<file path="config.mk">
export PLATFORM = sky130hd
export DESIGN_NAME = sbr_framer
export DESIGN_NICKNAME = d
export VERILOG_FILES = /design/src/sbr_pkg.sv /design/src/sbr_framer.sv
export SDC_FILE = /design/constraint.sdc
export NUM_CORES = 1
export LEC_CHECK = 0
export ABC_AREA = 1
export BUFFER_PORTS_ARGS = -buffer_cell sky130_fd_sc_hd__clkbuf_2
export CORE_ASPECT_RATIO = 0.75
export CORE_MARGIN = 1
export CORE_UTILIZATION = 30
export DETAILED_ROUTE_END_ITERATION = 8
export RECOVER_POWER = 25
export SLEW_MARGIN = 20
export SYNTH_ARGS = -nofsm -noshare
export SYNTH_HDL_FRONTEND = slang
export SYNTH_HIERARCHICAL = 1
export SYNTH_SLANG_ARGS = --single-unit
</file>
<file path="constraint.sdc">
create_clock -name ref_clk -period 2.55 [get_ports ref_clk]
set_clock_uncertainty 0.2 [all_clocks]
set_input_delay 0.255 -clock ref_clk [delete_from_list [all_inputs] [get_ports ref_clk]]
set_output_delay 0.255 -clock ref_clk [all_outputs]
set_load 0.01 [all_outputs]
</file>
<file path="src/sbr_pkg.sv">
// Purpose: shared constants and carriers for the sensor bus response framer
// Assumes: one 40 MHz clock, synchronous active-low reset
// Notes:   frame layout is source id, keep-alive, status, sensor data, crc

package sbr_pkg;

    // ----------------------------------------------------------------
    // periodic frame layout
    // ----------------------------------------------------------------
    localparam int          SBR_SRC_W      = 4;
    localparam int          SBR_KAC_W      = 2;
    localparam int          SBR_STAT_W     = 4;
    localparam int          SBR_DATA_W     = 10;
    localparam int          SBR_MSG_W      = 20;
    localparam int          SBR_CRC_W      = 8;
    localparam int          SBR_SHIFT_W    = 28;
    localparam int          SBR_SRC_NUM    = 16;
    localparam logic [7:0]  SBR_CRC_POLY   = 8'h2F;
    localparam logic [3:0]  SBR_SEED_HI    = 4'h0;
    localparam logic [1:0]  SBR_KAC_RST    = 2'h0;
    localparam logic [4:0]  SBR_LAST_BIT   = 5'h1B;

    // ----------------------------------------------------------------
    // background diagnostic response
    // ----------------------------------------------------------------
    localparam int          SBR_RESP_W     = 32;
    localparam logic [3:0]  SBR_READS_BYTE = 4'h4;
    localparam logic [3:0]  SBR_READS_NIB  = 4'h8;
    localparam int          SBR_FIFO_DEPTH = 16;

    // one periodic sample waiting to be framed
    typedef struct packed {
        logic [SBR_SRC_W-1:0]  source_slot_id;
        logic [SBR_STAT_W-1:0] status;
        logic [SBR_DATA_W-1:0] data;
    } sbr_sample_t;

    // framed periodic response: message then checksum
    typedef struct packed {
        logic [SBR_MSG_W-1:0] msg;
        logic [SBR_CRC_W-1:0] crc;
    } sbr_frame_t;

    // one decoded command from the receiver
    typedef struct packed {
        logic       bcast_read;
        logic       complete;
        logic       crm_valid;
        logic       is_read;
        logic [3:0] window;
    } sbr_cmd_t;

endpackage

</file>
<file path="src/sbr_framer.sv">
// Purpose: periodic-frame crc engine and background diagnostic fragmenter
// Assumes: samples arrive through a 16-word fifo; commands already decoded
// Notes:   the diagnostic response word already holds its own check field
//
// Contract
// [RULE1] crc covers whole frame, msb first
// [RULE2] seed loaded into crc low bits
// [RULE3] seed is zero nibble plus source id
// [RULE4] polynomial x8+x5+x3+x2+x+1 (0x2F)
// [RULE5] eight zeros appended after message
// [RULE6] register after last zero is checksum
// [RULE7] response only for complete valid command
// [RULE8] master collects with broadcast reads
// [RULE9] one fragment per read, same window
// [RULE10] fragments only answer broadcast reads
// [RULE11] four or eight reads per response
// [RULE12] other command aborts pending response
// [RULE13] response data latched before first symbol
// [RULE14] fragment size one gives 4 bits
// [RULE15] periodic mode: read supported, write not
// [RULE16] same encoding and layout as crm
// [RULE17] same check field as crm
// [RULE18] per-source 2-bit keep-alive from zero
// [RULE19] bit-serial crc with done flag
// [RULE20] read counter, idle after last/abort

`timescale 1ns/10ps
`default_nettype none

// ------------------------------------------------------------------
// generic fifo
// ------------------------------------------------------------------
module sbr_fifo #(
    parameter int WIDTH = 8,
    parameter int DEPTH = 16
) (
    // clock and reset
    input  wire logic             ref_clk,
    input  wire logic             nrst,
    // fill side
    input  wire logic             wr_valid,
    output logic                  wr_ready,
    input  wire logic [WIDTH-1:0] wr_data,
    // drain side
    output logic                  rd_valid,
    input  wire logic             rd_ready,
    output logic      [WIDTH-1:0] rd_data
);
    localparam int AW = $clog2(DEPTH);

    logic [WIDTH-1:0] mem_q [DEPTH];
    logic [AW-1:0]    wr_ptr_q;
    logic [AW-1:0]    rd_ptr_q;
    logic [AW:0]      cnt_q;
    logic [AW:0]      cnt_d;
    logic             full_q;
    logic             empty_q;
    logic             wr_fire;
    logic             rd_fire;

    // handshakes and next fill level
    assign wr_fire  = wr_valid & ~full_q;
    assign rd_fire  = rd_ready & ~empty_q;
    assign cnt_d    = cnt_q + {{AW{1'b0}}, wr_fire} - {{AW{1'b0}}, rd_fire};
    assign wr_ready = ~full_q;
    assign rd_valid = ~empty_q;
    assign rd_data  = mem_q[rd_ptr_q];

    // storage needs no reset; only valid entries are ever read
    always_ff @(posedge ref_clk) begin
        if (wr_fire) begin
            mem_q[wr_ptr_q] <= wr_data;
        end
    end

    // flags are registered so they never glitch on the ports
    always_ff @(posedge ref_clk) begin
        if (!nrst) begin
            wr_ptr_q <= '0;
            rd_ptr_q <= '0;
            cnt_q    <= '0;
            full_q   <= 1'b0;
            empty_q  <= 1'b1;
        end else begin
            wr_ptr_q <= wr_ptr_q + AW'(wr_fire);
            rd_ptr_q <= rd_ptr_q + AW'(rd_fire);
            cnt_q    <= cnt_d;
            full_q   <= (cnt_d == (AW+1)'(DEPTH));
            empty_q  <= (cnt_d == '0);
        end
    end
endmodule

// ------------------------------------------------------------------
// framer top
// ------------------------------------------------------------------
module sbr_framer
    import sbr_pkg::*;
(
    // clock and reset
    input  wire logic                  ref_clk,
    input  wire logic                  nrst,
    // mode and configuration
    input  wire logic                  periodic_collection_mode,
    input  wire logic                  kac_enable,
    input  wire logic                  diag_fragment_size,
    // periodic samples in
    input  wire logic                  sample_valid,
    output logic                       sample_ready,
    input  wire sbr_sample_t           sample_data,
    // periodic frames out
    output logic                       frame_valid,
    input  wire logic                  frame_ready,
    output sbr_frame_t                 frame_data,
    // decoded commands
    input  wire logic                  cmd_valid,
    input  wire sbr_cmd_t              cmd_data,
    // response word from the command-response builder
    input  wire logic [SBR_RESP_W-1:0] diag_resp_data,
    // diagnostic fragments out
    output logic                       frag_valid,
    output logic [7:0]                 frag_data,
    output logic                       frag_nibble,
    output logic [3:0]                 frag_window,
    output logic                       diag_pending
);

    // ----------------------------------------------------------------
    // helper functions
    // ----------------------------------------------------------------

    // one serial crc step: shift message bit into lsb, fold on carry
    function automatic logic [7:0] crc_step(input logic [7:0] crc, input logic bit_in);
        crc_step = {crc[6:0], bit_in} ^ (crc[7] ? SBR_CRC_POLY : 8'h00); // [RULE4]
    endfunction

    // pick fragment idx of the response, msb first
    function automatic logic [7:0] frag_pick(input logic [31:0] word, input logic [3:0] idx,
                                            input logic nib);
        logic [31:0] sh;
        sh = 32'h0000_0000;
        if (nib) begin
            sh        = word << {idx[2:0], 2'b00};
            frag_pick = {4'h0, sh[31:28]}; // [RULE14]
        end else begin
            sh        = word << {idx[1:0], 3'b000};
            frag_pick = sh[31:24];
        end
    endfunction

    // ----------------------------------------------------------------
    // sample fifo
    // ----------------------------------------------------------------
    typedef enum logic [1:0] {
        CRC_IDLE,
        CRC_SHIFT,
        CRC_DONE
    } sbr_crc_state_t;

    sbr_crc_state_t   crc_st_q;
    sbr_sample_t      fifo_data;
    logic             fifo_valid;
    logic             fifo_pop;
    logic             in_ready;
    logic             sample_ready_q;

    // the crc engine stalls the fifo while a frame is being worked or held
    assign fifo_pop = fifo_valid & (crc_st_q == CRC_IDLE);

    sbr_fifo #(
        .WIDTH ($bits(sbr_sample_t)),
        .DEPTH (SBR_FIFO_DEPTH)
    ) u_fifo (
        .ref_clk  (ref_clk),
        .nrst     (nrst),
        .wr_valid (sample_valid),
        .wr_ready (in_ready),
        .wr_data  (sample_data),
        .rd_valid (fifo_valid),
        .rd_ready (fifo_pop),
        .rd_data  (fifo_data)
    );

    // ready mirrored one cycle late from the fifo's registered full flag;
    // the fifo still refuses on its own flag, so a write offered on a stale ready is dropped
    always_ff @(posedge ref_clk) begin
        if (!nrst) begin
            sample_ready_q <= 1'b0;
        end else begin
            sample_ready_q <= in_ready;
        end
    end
    assign sample_ready = sample_ready_q;

    // ----------------------------------------------------------------
    // periodic crc engine
    // ----------------------------------------------------------------
    logic [1:0]             kac_q [SBR_SRC_NUM];
    logic [SBR_SHIFT_W-1:0] shift_q;
    logic [SBR_MSG_W-1:0]   msg_q;
    logic [7:0]             crc_q;
    logic [4:0]             bit_cnt_q;
    logic                   frame_valid_q;
    logic [1:0]             kac_field;
    logic [SBR_MSG_W-1:0]   new_msg;
    logic                   last_bit;

    // keep-alive field reads zero when the field is switched off
    assign kac_field = kac_enable ? kac_q[fifo_data.source_slot_id] : SBR_KAC_RST;
    assign new_msg   = {fifo_data.source_slot_id, kac_field, fifo_data.status, fifo_data.data};
    assign last_bit  = (bit_cnt_q == SBR_LAST_BIT);

    // per-source rolling counters
    always_ff @(posedge ref_clk) begin
        if (!nrst) begin
            for (int i = 0; i < SBR_SRC_NUM; i++) begin
                kac_q[i] <= SBR_KAC_RST; // [RULE18]
            end
        end else if (fifo_pop && kac_enable) begin
            kac_q[fifo_data.source_slot_id] <= kac_q[fifo_data.source_slot_id] + 2'h1; // [RULE18]
        end
    end

    // state and bit counter
    always_ff @(posedge ref_clk) begin
        if (!nrst) begin
            crc_st_q  <= CRC_IDLE;
            bit_cnt_q <= '0;
        end else begin
            case (crc_st_q)
                CRC_IDLE: begin
                    bit_cnt_q <= '0;
                    if (fifo_pop) begin
                        crc_st_q <= CRC_SHIFT;
                    end
                end
                CRC_SHIFT: begin
                    bit_cnt_q <= bit_cnt_q + 5'h01; // [RULE19]
                    if (last_bit) begin
                        crc_st_q <= CRC_DONE;
                    end
                end
                CRC_DONE: begin
                    if (frame_ready) begin
                        crc_st_q <= CRC_IDLE;
                    end
                end
                default: crc_st_q <= CRC_IDLE;
            endcase
        end
    end

    // shift path: message then eight zeros, one bit per clock
    always_ff @(posedge ref_clk) begin
        if (!nrst) begin
            shift_q <= '0;
            msg_q   <= '0;
            crc_q   <= 8'h00;
        end else if (fifo_pop) begin
            shift_q <= {new_msg, 8'h00};                      // [RULE5]
            msg_q   <= new_msg;
            crc_q   <= {SBR_SEED_HI, fifo_data.source_slot_id}; // [RULE2] [RULE3]
        end else if (crc_st_q == CRC_SHIFT) begin
            shift_q <= {shift_q[SBR_SHIFT_W-2:0], 1'b0};
            crc_q   <= crc_step(crc_q, shift_q[SBR_SHIFT_W-1]); // [RULE1] [RULE19]
        end
    end

    // frame output held until the transmitter takes it
    always_ff @(posedge ref_clk) begin
        if (!nrst) begin
            frame_valid_q <= 1'b0;
        end else if (crc_st_q == CRC_SHIFT && last_bit) begin
            frame_valid_q <= 1'b1; // [RULE6] [RULE19]
        end else if (frame_ready) begin
            frame_valid_q <= 1'b0;
        end
    end
    assign frame_valid    = frame_valid_q;
    // one continuous write for the whole struct, so the port has a single driver
    assign frame_data     = {msg_q, crc_q}; // [RULE6]

    // ----------------------------------------------------------------
    // background diagnostic fragmenter
    // ----------------------------------------------------------------
    logic        pend_q;
    logic [3:0]  rd_cnt_q;
    logic [31:0] hold_q;
    logic        size_q;
    logic [3:0]  win_q;
    logic        frag_valid_q;
    logic [7:0]  frag_data_q;
    logic        frag_nib_q;
    logic [3:0]  frag_win_q;
    logic        is_bread;
    logic        is_other;
    logic        prep_ok;
    logic        last_read;
    logic [31:0] resp_word;
    logic [3:0]  reads_need;

    // command classification
    assign is_bread   = cmd_valid & cmd_data.bcast_read;
    assign is_other   = cmd_valid & ~cmd_data.bcast_read;
    assign prep_ok    = is_other & cmd_data.complete & cmd_data.crm_valid
                        & periodic_collection_mode & cmd_data.is_read; // [RULE7] [RULE15]
    assign reads_need = size_q ? SBR_READS_NIB : SBR_READS_BYTE;      // [RULE11]
    assign last_read  = (rd_cnt_q == reads_need - 4'h1);
    // first read takes the live word, later reads the latched copy
    assign resp_word  = (rd_cnt_q == 4'h0) ? diag_resp_data : hold_q;

    // pending state, read counter and latched response
    always_ff @(posedge ref_clk) begin
        if (!nrst) begin
            pend_q   <= 1'b0;
            rd_cnt_q <= 4'h0;
            hold_q   <= '0;
            size_q   <= 1'b0;
            win_q    <= 4'h0;
        end else if (is_other) begin
            // a new command ends any response; a valid read opens a fresh one
            pend_q   <= prep_ok;            // [RULE12] [RULE20]
            rd_cnt_q <= 4'h0;
            size_q   <= diag_fragment_size;
            win_q    <= cmd_data.window;
        end else if (is_bread && pend_q) begin
            if (rd_cnt_q == 4'h0) begin
                hold_q <= diag_resp_data;   // [RULE13]
            end
            rd_cnt_q <= last_read ? 4'h0 : rd_cnt_q + 4'h1; // [RULE20]
            pend_q   <= ~last_read;          // [RULE11] [RULE20]
        end
    end

    // one fragment per broadcast read while a response is pending
    always_ff @(posedge ref_clk) begin
        if (!nrst) begin
            frag_valid_q <= 1'b0;
            frag_data_q  <= 8'h00;
            frag_nib_q   <= 1'b0;
            frag_win_q   <= 4'h0;
        end else begin
            frag_valid_q <= is_bread & pend_q; // [RULE9] [RULE10]
            if (is_bread && pend_q) begin
                // word passes unchanged: layout and check field as built upstream
                frag_data_q <= frag_pick(resp_word, rd_cnt_q, size_q); // [RULE9] [RULE16] [RULE17]
                frag_nib_q  <= size_q;  // [RULE14]
                frag_win_q  <= win_q;   // [RULE9]
            end
        end
    end

    assign frag_valid   = frag_valid_q;
    assign frag_data    = frag_data_q;
    assign frag_nibble  = frag_nib_q;
    assign frag_window  = frag_win_q;
    assign diag_pending = pend_q;

endmodule

`default_nettype wire

</file>
==> key figures <==
Outcome
  – Run status: complete, but fails checks
  – Violations in the final reports: negative setup slack

Routing
  – Via-per-instance ratio: approximately 4.6
  – DRC errors left: 0
  – Average detailed-routed wire length per instance: between 15 and 20 um
  – Initial DRT Pass Iterations: 7
  – Antenna-violating nets left: 0
  – Number of DRC markers after the initial detailed-route iteration: 1604
  – Total vias in the final route: 15780
  – Detailed-route wire length: 55950 um

Power and ir drop
  – Worst-case vdd ir drop: roughly 600 uV
  – Fraction of power consumed by the clock network: 0.340
  – Leakage power: 10.76 nW
  – P_int: 14.01 mW
  – Switching power summed over all nets: 6.460 mW
  – Sequential share of power: 0.417
  – Power per standard cell area: 824.0 nW/um^2
  – Part of the power in combinational logic: 0.243
  – Fraction of power spent switching nets: 0.3156

Floorplanning
  – Die H: 225.9 um
  – I/O pin total: 111
  – Number of placement rows: 81
  – Die outline area: ~68000 um^2
  – Standard cell core area: 65670 um^2
  – Die width: between 300 and 400 um
  – Initial core utilization: 0.3053

STA
  – Total negative slack for setup checks: -533.5 ps
  – Top achievable clock speed: 382.3 MHz
  – Final Max Slew Viols: 0
  – RSZ-0062 raised after global routing: yes
  – Normalized max-slew margin: 0.4536
  – Fin Hold WS: between 40 and 50 ps
  – Final critical path time including I/O delays and setup: 2616 ps
  – Fraction of the cycle the final worst path needs: 1.026
  – Worst slew pin tran: approximately 820 ps
  – Count of final setup violators: 16
  – Final critical-path setup slack: -65.71 ps
  – Number of hold violations in the final report: 0

Global route
  – Total congestion overflow after global routing: 0
  – Largest net degree at the start of global routing: 53
  – Number of global-route vias before repair: 14700
  – First-pass GRT wire length: around 87000 um
  – All-Layer GR Usage: 0.1654
  – Initial antenna violation count: 1

Yosys
  – Netlist area before placement: ~20000 um^2
  – Yosys warnings: 6
  – Total of flip-flops plus latches after synthesis: 448
  – Syn nets: 2321
  – Average footprint of a synthesized cell: slightly below 9 um^2
  – Portion of the post-synthesis area used by sequential elements: 0.6071
  – Syn Inst Count: roughly 2200
  – Synth cell types: 40

Cells and area
  – Final #Nets: 2564
  – Final instance area: between 20000 and 25000 um^2
  – Util after Layout: 0.3783
  – Fraction of layout instances using a drive strength above 1: 0.1495
  – Area of combinational cells with multiple inputs: 6269 um^2
  – Area delta synth->final: 23.92%
  – Count of filler cells inserted in the layout: 6581
  – Total area of sequential cells: roughly 12000 um^2

Setup path
  – Largest incremental delay on the critical path: 430 ps
  – Category of the critical setup timing path: flip-flop to flip-flop
  – Total buffers and inverters traversed by the critical path: 3
  – Endpoint required time on the critical path: about 2700 ps
  – Critical path's top delay family: simple AND/OR/NAND/NOR gates
  – Top fanout value on the critical path: 11
  – Type of element capturing the critical path: flip-flop
  – Master of the slowest instance on the critical path: sky130_fd_sc_hd__dfxtp_4
  – Cells along the critical path: inv_8 -> bufbuf_16 -> nand2_1 -> nand3_1 -> nand3_1 -> nand3_1 -> nand2_2 -> nor2_1 -> buf_4 -> nand2_1 -> nand2_2 -> nor2_4 -> nand2_4 -> nand2_8 -> nor2_2
  – Most repeated library cell on the critical path: sky130_fd_sc_hd__nand3_1
  – Setup crit start kind: flip-flop
  – Arrival time at the worst endpoint: 2770 ps

Placed design
  – Post-place setup slack: -150.4 ps
  – Number of buffers added on ports: 110
  – DPL Wire Length: 35600 um
  – Cell area after placement: 22320 um^2
  – Global placer's final weighted congestion: 0.8549

Clocking
  – Clock input transition at the sequential cells of the worst setup and hold paths: 60 ps
  – Clock net sink count: 448
  – Max clock buf depth: 3
  – Max H-tree Level: 2
  – Inserted Clock Buffers: 48
  – Buffer type at the clock tree root: sky130_fd_sc_hd__clkbuf_16
  – Insertion delay of the later-clocked pin in the worst-skew pair: slightly above 600 ps
  – TritonCTS clock tree: built

Hold path
  – Path category of the worst min-delay check: input port to flip-flop

Job
  – Number of max-cap violations: 0
worst paths after layout:
| check | from | end | slack (ps) | cells after the start |
|---|---|---|---|---|
| hold reg to reg | msg_q[0]$_SDFFE_PN0N_ | msg_q[0]$_SDFFE_PN0N_ | 250 | 2 |
| setup reg to reg | u_fifo/rd_ptr_q[0]$_SDFF_PN0_ | kac_q[13][1]$_SDFFCE_PN0P_ | -70 | 15 |
| hold / removal | sample_valid | u_fifo/cnt_q[0]$_SDFF_PN0_ | 40 | 7 |
| setup / recovery | u_fifo/rd_ptr_q[0]$_SDFF_PN0_ | kac_q[13][1]$_SDFFCE_PN0P_ | -70 | 15 |
state kept, by name, indices dropped and copies added (netlist names), 2 cells and up:
name             count
frag_window          4
crc_st_q             2
u_fifo/rd_ptr_q      4
win_q                4
u_fifo/mem_q       288
crc_q                8
msg_q               20
shift_q             20
u_fifo/wr_ptr_q      4
u_fifo/cnt_q         5
hold_q              32
frag_data            8
rd_cnt_q             4
bit_cnt_q            5
kac_q               32
synth_stat cells, drive strengths merged:
master    n  area [um^2]
clkinv    2        7.510
a21oi    52        260.3
nand2   683         2581
buf      61        315.3
nand3b   11        82.58
a22o      1        8.760
dfxtp   128         2562
a31oi     4        25.02
o221ai    1        8.760
ha       10        125.1
xor2      1        8.760
fa        1        20.02
nand3   325         1627
inv     353         1328
a211oi    1        7.510
o211ai   27        202.7
and3      1        6.260
clkbuf   49        183.9
o21a      5        37.54
o21ai    75        375.4
and2      3        18.77
a221oi    1        8.760
xnor2     5        43.79
nor3b     2        15.01
or2       2        12.51
nor3      7        45.04
edfxtp  320         9609
nand4    12        75.07
nor2    101        446.7
worst min-delay path, stage by stage:
cell	delay, ps
sky130_fd_sc_hd__clkbuf_2	100
sky130_fd_sc_hd__nand2_1	120
sky130_fd_sc_hd__nand2_2	70
sky130_fd_sc_hd__nand2_1	60
sky130_fd_sc_hd__ha_1	130
sky130_fd_sc_hd__nand2_1	50
sky130_fd_sc_hd__inv_1	40
power by group through the flow:
| stage | registers (mW) | logic [mW] | clock network, mW |
|---|---|---|---|
| 6_report | 8.54 | 4.97 | 6.96 |
| 5_1_grt | 8.58 | 5.49 | 7.46 |
| 4_1_cts | 8.53 | 4.84 | 7.13 |
| 3_5_place_dp | 8.68 | 4.36 | 0 |
| 3_3_place_gp | 8.68 | 4.32 | 0 |
| 2_1_floorplan | 8.68 | 2.81 | 0 |
logic make-up after synthesis:
group / after synthesis / synth area share
AND/OR/NAND/NOR: 1147 / 0.2449
XOR/XNOR: 6 / 0.002621
adder cells (fa/ha/maj): 11 / 0.007240
buffers and inverters: 465 / 0.09149
AO/OA/AOI/OAI: 167 / 0.04662
flip-flops: 448 / 0.6071
stage by stage:
step / power [mW] / cells
after global routing: 21.54 / 3393
after floorplan: 11.49 / 2244
final: 20.47 / 3394
after detailed placement: 13.04 / 3233
after CTS: 20.50 / 3390
after global placement: 13.00 / 3233
timing repair:
item,CTS,global route
gates cloned,4,1
hold buffers,67,0
resized for setup,27,29
pin swaps,16,34
endpoints found under the hold margin,338,0
endpoints found under the setup margin,35,41
buffers inserted,1,3
metal layers:
metal | GRT usage | up-vias | routed length (um)
li1 | - | 7764 | -
met1 | 0.2484 | 7503 | 27120
met2 | 0.2382 | 430 | 23980
met3 | 0.03454 | 77 | 3718
met4 | 0.04279 | 2 | 1121
met5 | 0 | - | 13
layout by cell type (no fill, tap or decap), types with 4 or more instances in the layout:
| cell | instances |
|---|---|
| sky130_fd_sc_hd__a21oi_1 | 51 |
| sky130_fd_sc_hd__clkbuf_2 | 95 |
| sky130_fd_sc_hd__nand2_1 | 663 |
| sky130_fd_sc_hd__dlygate4sd3_1 | 67 |
| sky130_fd_sc_hd__nand2_2 | 11 |
| sky130_fd_sc_hd__nor2_2 | 29 |
| sky130_fd_sc_hd__buf_4 | 105 |
| sky130_fd_sc_hd__buf_12 | 14 |
| sky130_fd_sc_hd__nand2_4 | 7 |
| sky130_fd_sc_hd__xnor2_1 | 5 |
| sky130_fd_sc_hd__nor2_1 | 63 |
| sky130_fd_sc_hd__inv_2 | 4 |
| sky130_fd_sc_hd__nand3_2 | 7 |
| sky130_fd_sc_hd__bufinv_16 | 4 |
| sky130_fd_sc_hd__clkbuf_16 | 49 |
| sky130_fd_sc_hd__nor2_4 | 9 |
| sky130_fd_sc_hd__a31oi_1 | 4 |
| sky130_fd_sc_hd__edfxtp_1 | 320 |
| sky130_fd_sc_hd__inv_1 | 343 |
| sky130_fd_sc_hd__nand4_1 | 12 |
| sky130_fd_sc_hd__o211ai_1 | 27 |
| sky130_fd_sc_hd__ha_1 | 10 |
| sky130_fd_sc_hd__inv_4 | 6 |
| sky130_fd_sc_hd__clkbuf_1 | 27 |
| sky130_fd_sc_hd__o21a_1 | 5 |
| sky130_fd_sc_hd__nand3b_1 | 11 |
| sky130_fd_sc_hd__o21ai_0 | 73 |
| sky130_fd_sc_hd__nor3_1 | 5 |
| sky130_fd_sc_hd__nand3_1 | 318 |
| sky130_fd_sc_hd__clkinv_2 | 11 |
| sky130_fd_sc_hd__dfxtp_1 | 124 |
final cells by class:
type,count,share of cell area
clock buffers,63,0.05142
diodes,1,0.0001007
flip-flops and latches,448,0.4903
well taps,871,0.04387
multi-input cells,1332,0.2523
repair buffers,302,0.09665
inverters,355,0.05444
clock inverters,22,0.01093
(Power assumes the default switching activity.)
